[src/design/slau_defs.svh]
// Constants for the store lane address unit
`ifndef SLAU_DEFS_SVH
`define SLAU_DEFS_SVH
`define SLAU_DATA_W        32
`define SLAU_PFX_W         11
`define SLAU_REG_IDX_W     5
`define SLAU_WORD_SCALE_SH 2
`define SLAU_HALF_SCALE_SH 1
`define SLAU_OP_WORD       16'h7E40
`define SLAU_OP_WORD_MASK  16'hFFE0
`define SLAU_OP_HALF_PTR   16'h7E20
`define SLAU_OP_HALF_MASK  16'hFFE0
`define SLAU_OP_HALF_FIX   16'h7B40
`define SLAU_OP_HFIX_MASK  16'hFFC0
`define SLAU_OP_BYTE_PTR   16'h7A00
`define SLAU_OP_BYTE_MASK  16'hFFE0
`define SLAU_HFIX_IMM_BIT  5
`define SLAU_BE_NONE       4'h0
`define SLAU_BE_ALL        4'hF
`define SLAU_BE_LO_HALF    4'h3
`define SLAU_BE_HI_HALF    4'hC
`endif

[src/design/slau_pkg.sv]
// Types for the store lane address unit
`default_nettype none
package slau_pkg;
    typedef enum logic [2:0] {
        SLAU_NONE,
        SLAU_WORD,
        SLAU_HALF_PTR,
        SLAU_HALF_FIX,
        SLAU_BYTE_PTR
    } slau_op_t;

    typedef struct packed {
        logic        valid;
        logic [31:0] addr;
        logic [31:0] data;
        logic [3:0]  be;
    } slau_wr_t;
endpackage
`default_nettype wire

[src/design/slau_store_unit.sv]
// Store instruction decoder, address former and lane selector
// Operation
// - Word store at pointer with low bits dropped
// - Prefixed word store adds sign-extended prefix times four
// - Half store by pointer, bit 1 picks lane
// - Prefixed pointer stores add prefix times four
// - Half-by-pointer opcode pattern bits fifteen to five
// - Fixed-lane half store adds twice the immediate
// - Half lane one is upper half
// - Prefixed fixed-lane offset is prefix:immediate doubled
// - Fixed-lane opcode holds immediate and register index
// - Byte store by pointer, low bits pick byte
// - Byte lane three is most significant byte
// - Prefix register loaded by prefix, used next
`timescale 1ns/1ps
`default_nettype none
`include "slau_defs.svh"
module slau_store_unit
    import slau_pkg::*;
(
    input  wire logic        mclk,
    input  wire logic        rst_n,
    input  wire logic        instr_valid,
    input  wire logic [15:0] instr_word,
    input  wire logic        prefix_load,
    input  wire logic [10:0] prefix_value,
    input  wire logic [31:0] first_source_reg,
    input  wire logic [31:0] base_pointer_reg,
    input  wire logic [31:0] lane_source_reg_zero,
    input  wire logic [3:0]  flags_in,
    output logic [4:0]       reg_index,
    output logic             store_hit,
    output logic [3:0]       flags_out,
    output var slau_wr_t     mem_wr
);
    logic [10:0] prefix_value_reg_q;
    logic [10:0] prefix_value_reg_d;
    logic        prefix_pending_q;
    logic        prefix_pending_d;
    slau_wr_t    mem_wr_q;
    slau_wr_t    mem_wr_d;
    slau_op_t    op;
    logic [31:0] pfx_word_off;
    logic [31:0] hfix_off;
    logic [31:0] ptr_addr;
    logic [11:0] hfix_k;
    logic        half_lane_select_bit;
    logic [31:0] store_data;
    logic [3:0]  store_be;

    logic        match_word;
    logic        match_half_ptr;
    logic        match_half_fix;
    logic        match_byte_ptr;

    logic [31:0] word_addr;
    logic [31:0] half_ptr_addr;
    logic [31:0] half_fix_addr;
    logic [31:0] byte_addr;
    logic [3:0]  half_ptr_be;
    logic [3:0]  half_fix_be;
    logic [3:0]  byte_be;

    // Opcode matches; the four patterns are disjoint under their masks
    assign match_half_ptr = ((instr_word & `SLAU_OP_HALF_MASK) == `SLAU_OP_HALF_PTR);
    assign match_byte_ptr = ((instr_word & `SLAU_OP_BYTE_MASK) == `SLAU_OP_BYTE_PTR);
    assign match_half_fix = ((instr_word & `SLAU_OP_HFIX_MASK) == `SLAU_OP_HALF_FIX);
    assign match_word     = ((instr_word & `SLAU_OP_WORD_MASK) == `SLAU_OP_WORD);

    // Decode
    always_comb begin
        op = SLAU_NONE;
        if (instr_valid) begin
            if (match_half_ptr) begin
                op = SLAU_HALF_PTR;
            end else if (match_byte_ptr) begin
                op = SLAU_BYTE_PTR;
            end else if (match_half_fix) begin
                op = SLAU_HALF_FIX;
            end else if (match_word) begin
                op = SLAU_WORD;
            end
        end
    end

    assign reg_index = instr_word[4:0];
    assign store_hit = (op != SLAU_NONE);
    assign flags_out = flags_in;
    assign mem_wr    = mem_wr_q;
    assign half_lane_select_bit      = instr_word[`SLAU_HFIX_IMM_BIT];

    // Prefix offsets, word scaled or half scaled
    always_comb begin
        pfx_word_off = {{19{prefix_value_reg_q[10]}}, prefix_value_reg_q, 2'b00};
        hfix_k       = prefix_pending_q ? {prefix_value_reg_q, half_lane_select_bit} : {11'h000, half_lane_select_bit};
        hfix_off     = prefix_pending_q ? {{19{hfix_k[11]}}, hfix_k, 1'b0}
                                        : {30'h0, half_lane_select_bit, 1'b0};
        ptr_addr     = prefix_pending_q ? first_source_reg + pfx_word_off
                                        : first_source_reg;
    end

    // Effective address and lane enables per store kind
    // A word-scaled prefix keeps the pointer's low bits, so lanes still follow them
    always_comb begin
        word_addr      = prefix_pending_q ? base_pointer_reg + pfx_word_off
                                          : base_pointer_reg;
        word_addr[1:0] = 2'b00;
        half_ptr_addr  = {ptr_addr[31:1], 1'b0};
        half_fix_addr  = {first_source_reg[31:2], 2'b00} + hfix_off;
        byte_addr      = ptr_addr;
        half_ptr_be    = ptr_addr[1] ? `SLAU_BE_HI_HALF
                                     : `SLAU_BE_LO_HALF;
        half_fix_be    = half_lane_select_bit ? `SLAU_BE_HI_HALF
                              : `SLAU_BE_LO_HALF;
        byte_be        = 4'(4'h1 << ptr_addr[1:0]);
    end

    // Store data: the full operand, the byte enables pick the lanes
    always_comb begin
        case (op)
            SLAU_WORD: begin
                store_data = first_source_reg;
            end
            default: begin
                store_data = lane_source_reg_zero;
            end
        endcase
    end

    // Byte enables: all lanes for a word, only the chosen lanes otherwise
    always_comb begin
        case (op)
            SLAU_WORD: begin
                store_be = `SLAU_BE_ALL;
            end
            SLAU_HALF_PTR: begin
                store_be = half_ptr_be;
            end
            SLAU_HALF_FIX: begin
                store_be = half_fix_be;
            end
            SLAU_BYTE_PTR: begin
                store_be = byte_be;
            end
            default: begin
                store_be = `SLAU_BE_NONE;
            end
        endcase
    end

    // Prefix value: loaded by a prefix, held until the next one
    always_comb begin
        prefix_value_reg_d = prefix_value_reg_q;
        if (prefix_load) begin
            prefix_value_reg_d = prefix_value;
        end
    end

    // Prefix pending: set by a prefix, consumed by the next instruction
    // A prefix arriving with an instruction stays pending for the one after
    always_comb begin
        prefix_pending_d = prefix_pending_q;
        if (prefix_load) begin
            prefix_pending_d = 1'b1;
        end else if (instr_valid) begin
            prefix_pending_d = 1'b0;
        end
    end

    // Write request formation
    always_comb begin
        mem_wr_d       = '0;
        mem_wr_d.valid = 1'b0;
        mem_wr_d.be    = `SLAU_BE_NONE;
        case (op)
            SLAU_WORD: begin
                mem_wr_d.valid = 1'b1;
                mem_wr_d.addr  = word_addr;
                mem_wr_d.data  = store_data;
                mem_wr_d.be    = store_be;
            end
            SLAU_HALF_PTR: begin
                mem_wr_d.valid = 1'b1;
                mem_wr_d.addr  = half_ptr_addr;
                mem_wr_d.data  = store_data;
                mem_wr_d.be    = store_be;
            end
            SLAU_HALF_FIX: begin
                mem_wr_d.valid = 1'b1;
                mem_wr_d.addr  = half_fix_addr;
                mem_wr_d.data  = store_data;
                mem_wr_d.be    = store_be;
            end
            SLAU_BYTE_PTR: begin
                mem_wr_d.valid = 1'b1;
                mem_wr_d.addr  = byte_addr;
                mem_wr_d.data  = store_data;
                mem_wr_d.be    = store_be;
            end
            default: begin
                mem_wr_d.valid = 1'b0;
            end
        endcase
    end

    // Prefix value register
    always_ff @(posedge mclk or negedge rst_n) begin
        if (!rst_n) begin
            prefix_value_reg_q <= 11'h000;
        end else begin
            prefix_value_reg_q <= prefix_value_reg_d;
        end
    end

    // Prefix pending register; reset drops any prefix in flight
    always_ff @(posedge mclk or negedge rst_n) begin
        if (!rst_n) begin
            prefix_pending_q <= 1'b0;
        end else begin
            prefix_pending_q <= prefix_pending_d;
        end
    end

    // Write request register; the request stands for one cycle
    always_ff @(posedge mclk or negedge rst_n) begin
        if (!rst_n) begin
            mem_wr_q <= '0;
        end else begin
            mem_wr_q <= mem_wr_d;
        end
    end
endmodule
`default_nettype wire

[config.mk]
export PLATFORM = sky130hd
export DESIGN_NAME = slau_store_unit
export DESIGN_NICKNAME = d
export VERILOG_FILES = /design/src/design/slau_pkg.sv /design/src/design/slau_store_unit.sv
export VERILOG_INCLUDE_DIRS = /design/src /design/src/design
export SDC_FILE = /design/constraint.sdc
export NUM_CORES = 1
export LEC_CHECK = 0
export ABC_AREA = 1
export BUFFER_PORTS_ARGS = -buffer_cell sky130_fd_sc_hd__buf_2
export CAP_MARGIN = 20
export CORE_MARGIN = 4
export CORE_UTILIZATION = 52
export CTS_CLUSTER_SIZE = 24
export DETAILED_ROUTE_END_ITERATION = 10
export GPL_TIMING_DRIVEN = 0
export PLACE_DENSITY_LB_ADDON = 0.2
export SLEW_MARGIN = 20
export SYNTH_ARGS = -nofsm -noshare
export SYNTH_HDL_FRONTEND = slang
export SYNTH_SLANG_ARGS = --single-unit
export TNS_END_PERCENT = 100
[constraint.sdc]
create_clock -name mclk -period 2.75 [get_ports mclk]
set_input_delay 0.275 -clock mclk [delete_from_list [all_inputs] [get_ports mclk]]
set_output_delay 0.275 -clock mclk [all_outputs]
set_load 0.03 [all_outputs]
==> reports/qor.yml, run 1 <==
final_layout:
  fin_util_pct: 64.2
  multiInputGateArea_um2: 7300
  antenna_cells: 0
  instances_no_fill: 2137
  regArea_um2: 2030
  drive_gt1_share_pct: 19.2
  syn_to_final_growth_pct: 20.3
  finalNetCount: 2093
  nFillCells: 1924
clock_tree:
  numClockSinks: 81
  clk_latency_ps: 360
  h-tree-depth: 3
  numCtsBuffers: 9
  clock-root-buffer: "clkbuf_16"
  clk_pin_slew_worst_paths_ps: 70
  cts_tree: "built"
  cts_max_path_buffers: 2
global_route:
  antenna_found_initial: 0
  grt_max_degree: 46
  grt_usage_pct: 34.8
  grt_pass1_wl_um: 59200
  grt.overflow.total: 0
  grt_pass1_vias: 11366
hold_path:
  worstHoldStart: "prefix_value[10]"
  hold_path.class: "in -> reg"
sta:
  final-setup-viol-count: 0
  fmax_mhz: 370
  finalClockSkew_ps: 10.1
  hold_viol: 0
  fin_crit_sh_pct: 98.2
  worst_slack_ps: 50.6
  hold_slack_ps: 118
  worst_slew_pin_slew_ps: 825
  rsz0062_at_grt: "yes"
  slew_headroom_pct: 45.0
  slew_violations: 0
  min_period_ps: 2700
yosys:
  ys_seq_elements: 81
  ys_types: 52
  async_reset_ff_share_pct: 100
  ys.flop_type: "dfrtp_1"
  synth_edf_count: 0
  yosys_warnings: 0
  syn-num-nets: 1877
  syn-cell-area_um2: 10100
  synth_area_per_cell_um2: 6.09
  synth_cells: 1656
  yosysSeqAreaShare_pct: 20.1
routing:
  drc: 0
  detail-route-antenna-nets: 0
  firstDrtPassIters: 7
  routed_wl_um: 38800
  initialDrtViolationCount: 1078
  routedWlPerCell_um: 18.2
  avgViaCountPerCell: 5.64
  vias: 12062
worst_setup_path:
  path_class: "reg -> reg"
  cp_slowest_cell: "dfrtp_2"
  required_ps: 2980
  crit_fanout: 11
  critical_path_buf_inv_count: 4
  cpPeakStageDelay_ps: 450
  rr_startpoint: "prefix_pending_q"
  worstPathCellList: "buf_4 -> nand2_4 -> clkinvlp_4 -> buf_4 -> buf_12 -> ha_2 -> nand2_4 -> nor2_4 -> nand2_1 -> nor4_2 -> nand2_1 -> nand3_1 -> nand2_1 -> nand3_1 -> nand3_1"
  crit_start: "prefix_pending_q"
  end_kind: "flip-flop"
  cp-start-kind: "flip-flop"
  cp_top_family: "simple AND/OR/NAND/NOR gates"
  crit_arrival_ps: 2930
floorplanning:
  pin_count: 210
  die_x_um: 147
  die_area_um2: 21700
  die_y_um: 147
  rows: 50
  start_util_pct: 53.3
  core-area_um2: 18900
job:
  max_cap_viol_count: 0
run_status:
  status: "completed"
pwr:
  finalPower_uw: 4730
  p_leak_uw: 0.00683
  powerDensity_nw_per_um2: 390
  ir_worst_vdd_mv: 0.301
placement:
  dp_cells: 2113
  port_buffers: 196
  hpwl_um: 31800
  gp_congestion: 1.02
  pre_cts_ws_ps: -987
==> timing repair <==
item	CTS	global route
hold buffers	1	0
hold endpoints to repair	36	0
resized for setup	14	71
cloned	0	0
buffers inserted	8	1
pin swaps	0	8
setup endpoints to repair	25	13
==> metrics by stage <==
step | cell area (um^2) | TNS (ps)
finish | 12100 | 0
global route | 12100 | -193
CTS | 11900 | 0
detailed placement | 11400 | -16600
global placement | 11400 | -16460
floorplan | 10100 | -10.3
==> final timing paths <==
| check | to | slack (ps) | depth (start not counted) |
|---|---|---|---|
| max | mem_wr[63] | 50 | 15 |
| min | prefix_value_reg_q[10] | 120 | 3 |
| max reg2reg | mem_wr[63] | 50 | 15 |
| min reg2reg | prefix_value_reg_q[0] | 580 | 2 |
| max in group asynchronous | mem_wr[61] | 1700 | 3 |
| min in group asynchronous | mem_wr[36] | 420 | 2 |
==> per-layer routing <==
metal,track usage [%],wire (um)
met5,0,0
met4,14.2,1640
met3,4.29,3470
met2,59.6,18200
met1,44.7,15500
==> area by class of cell <==
class                   instances  share of cell area (%)
multi-input cells            1328                    60.2
flip-flops and latches         81                    16.8
repair buffers                207                    9.21
inverters                     205                    6.40
well taps                     260                    2.68
plain buffers                  40                    2.27
clock buffers                  10                    1.89
clock inverters                 6                   0.609
==> placed cells by master, fill, tap and decap left out, drive strengths merged, types with 21 or more instances in the layout <==
cell,n
a21oi,110
buf,235
clkbuf,21
dfrtp,81
ha,87
inv,205
nand2,505
nand3,146
nand4,34
nor2,198
o21ai,93
==> sequential cells by signal (all words and copies together), names as in the netlist <==
| register | count |
|---|---|
| prefix_value_reg_q | 11 |
| prefix_pending_q | 1 |
| mem_wr | 69 |
==> cell families (layout without fill, tap and decap cells) <==
family	count (synthesis)	in the layout	share of synthesized area, %
AOI/OAI and AO/OA	267	267	15.5
and+or+nand+nor	941	941	40.1
DFF	81	81	20.1
buffers and inverters	247	468	10.3
adders and majority gates	90	90	11.4
xor gates and xnor gates	27	27	2.35
muxes	3	3	0.298
==> worst register-to-register path, delay by kind of cell (launching register included) <==
kind,cells,cell delay (ps)
buffers and inverters,4,620
flip-flops,1,450
adder cells (fa/ha/maj),1,400
AND/OR/NAND/NOR,10,1120
==> synthesized netlist by cell type, types with 9 or more instances <==
cell type	n	area, um^2
clkbuf_1	12	45.0
o21ai_1	14	70.1
xor2_1	12	105
a21oi_1	108	541
o21bai_1	17	128
nand4_1	33	206
o21ai_0	73	365
o21a_1	11	82.6
inv_1	198	743
nand3b_1	9	67.6
or2_0	9	56.3
buf_4	13	97.6
nand2_1	497	1870
nand3_1	143	716
dfrtp_1	81	2030
xnor2_1	15	131
buf_2	9	45.0
ha_1	87	1090
o211ai_1	14	105
nor3_1	19	95.1
nor2_1	186	698
==> report_power, final <==
part	total (uW)	internal, uW	switching (uW)
Clock	1290	718	569
Combinational	2200	762	1430
Sequential	1240	1210	32.6
Total	4730	2690	2040
No activity file was read; power rests on OpenSTA's default activity.
==> run 2: changes to the inputs <==
--- a/config.mk
+++ b/config.mk
@@ -7,12 +7,12 @@
 export NUM_CORES = 1
 export LEC_CHECK = 0
 export ABC_AREA = 1
-export BUFFER_PORTS_ARGS = -buffer_cell sky130_fd_sc_hd__buf_2
 export CAP_MARGIN = 20
 export CORE_MARGIN = 4
-export CORE_UTILIZATION = 52
+export CORE_UTILIZATION = 60
 export CTS_CLUSTER_SIZE = 24
 export DETAILED_ROUTE_END_ITERATION = 10
+export DONT_BUFFER_PORTS = 1
 export GPL_TIMING_DRIVEN = 0
 export PLACE_DENSITY_LB_ADDON = 0.2
 export SLEW_MARGIN = 20
==> run 2 against run 1 <==
  * Non-clock buffer count fell by 194
  * Final cell count fell by 11%
  * Register-to-register slack got worse by 20 ps
  * Highest routed layer unchanged
==> reports/qor.yml, run 2 (same netlist as run 1, synthesis figures left out) <==
sta:
  slew_headroom_pct: 41.0
  finalClockSkew_ps: 14.8
  hold_viol: 0
  fin_crit_sh_pct: 98.9
  final-setup-viol-count: 0
  hold_slack_ps: 16.0
  fmax_mhz: 368
  min_period_ps: 2720
  worst_slew_pin_slew_ps: 882
  rsz0062_at_grt: "yes"
  slew_violations: 0
floorplanning:
  start_util_pct: 61.0
  die_y_um: 138
  core-area_um2: 16500
  die_x_um: 138
  pin_count: 210
  die_area_um2: 18900
  rows: 47
clock_tree:
  cts_tree: "built"
  h-tree-depth: 3
  numClockSinks: 81
  clk_latency_ps: 370
  cts_max_path_buffers: 2
  numCtsBuffers: 9
  clk_pin_slew_worst_paths_ps: 80
  clock-root-buffer: "clkbuf_16"
final_layout:
  most-common-layout-cells: "488 x nand2_1, 197 x inv_1, 172 x nor2_1"
  layout_commonest_cell: "nand2_1"
  antenna_cells: 0
  final_area_um2: 11100
  multiInputGateArea_um2: 7280
  syn_to_final_growth_pct: 9.84
  fin_util_pct: 67.0
  instances_no_fill: 1904
  finalNetCount: 1900
  drive_gt1_share_pct: 9.80
  nFillCells: 1554
  largest_reg_flops: 69
  regArea_um2: 2030
global_route:
  grtUsageMet2_pct: 64.9
  grt_busiest_layer: "met2"
  grt.met3_usage_pct: 8.80
  met1_usage_pct: 47.5
  grt_pass1_vias: 10839
  antenna_found_initial: 0
  grt_pass1_wl_um: 56400
  grt_usage_pct: 39.1
  grt_max_degree: 82
  grt.overflow.total: 0
worst_setup_path:
  required_ps: 3000
  crit_start: "prefix_pending_q"
  path_class: "reg -> reg"
  r2r_cells: 14
  reg2reg_to: "mem_wr[66]"
  crit_fanout: 10
  crit_arrival_ps: 2970
  reg2reg_setup_slack_ps: 30
  crit_path_end: "mem_wr[66]"
  end_kind: "flip-flop"
  cp-start-kind: "flip-flop"
  rr_startpoint: "prefix_pending_q"
pwr:
  powerDensity_nw_per_um2: 408
  ir_worst_vdd_mv: 0.317
  p_leak_uw: 0.00592
placement:
  hpwl_um: 30400
  port_buffers: 0
  dpl-instance-area_um2: 10400
  gp_congestion: 1.06
  dp_cells: 1876
routing:
  vias: 11589
  routedWlPerCell_um: 20.1
  avgViaCountPerCell: 6.09
  detail-route-antenna-nets: 0
  drc: 0
  routed_wl_um: 38200
  initialDrtViolationCount: 1347
  firstDrtPassIters: 6
job:
  max_cap_viol_count: 0
hold_path:
  hold_path.class: "in -> reg"
run_status:
  status: "completed"
## run 2: metrics by stage
stage	power (uW)	worst slack (ps)	setup TNS [ps]
after floorplan	2670	-10.3	-10.3
after detailed placement	3090	-941	-15690
after global routing	4790	-89.1	-370
after CTS	4370	16.8	0
final	4520	29.1	0
after global placement	3070	-919	-15450
## run 2: where the power goes
part	total (uW)	internal, uW	switching, uW	leakage, uW
clock network	1220	628	594	0.000136
registers	1240	1210	35.4	0.00111
logic	2060	698	1360	0.00468
total	4520	2530	1990	0.00592
## run 2: area by class of cell
type                            count  area share [%]
Multi-Input combinational cell   1328            65.7
Sequential cell                    81            18.4
Inverter                          205            7.01
Tap cell                          220            2.49
Buffer                             40            2.43
Clock buffer                        9            2.03
Timing Repair Buffer               13            1.33
Clock inverter                      7           0.565
Timing Repair inverter              1          0.0678
## run 2: worst max-delay path, cell delays in order (launching register included)
cell,delay [ps]
dfrtp_2,430
buf_4,170
nand2_4,140
clkinvlp_4,180
buf_6,200
ha_1,380
nand2_1,160
nor3_2,200
nand2_1,120
nor3_2,140
nand2_1,120
nand2_1,80
nand2_1,40
nand3_1,140
nand3_1,100
## run 2: how the worst min path moves through the flow
stage / start / slack (ps) / depth (start not counted) / end
floorplan: rst_n / -20 / 0 / mem_wr[0]
global placement: rst_n / -20 / 0 / mem_wr[36]
detailed placement: rst_n / -20 / 0 / mem_wr[1]
CTS: prefix_load / 10 / 1 / prefix_value_reg_q[1]
global route: prefix_load / 10 / 1 / prefix_value_reg_q[1]
finish: prefix_load / 20 / 1 / prefix_value_reg_q[1]
## run 2: timing repair
item / CTS / global route
setup endpoints to repair: 25 / 16
setup buffers: 9 / 2
pin swaps: 0 / 7
endpoints found under the hold margin: 81 / 0
hold buffers: 2 / 0
cloned: 1 / 0
resized for setup: 12 / 61
## run 2: per-layer routing
layer	share of wire (%)	vias up	routed length [um]
li1	-	5477	-
met1	37	5242	14200
met2	46	708	17400
met3	11	162	4380
met4	5.7	0	2180
met5	0	-	0
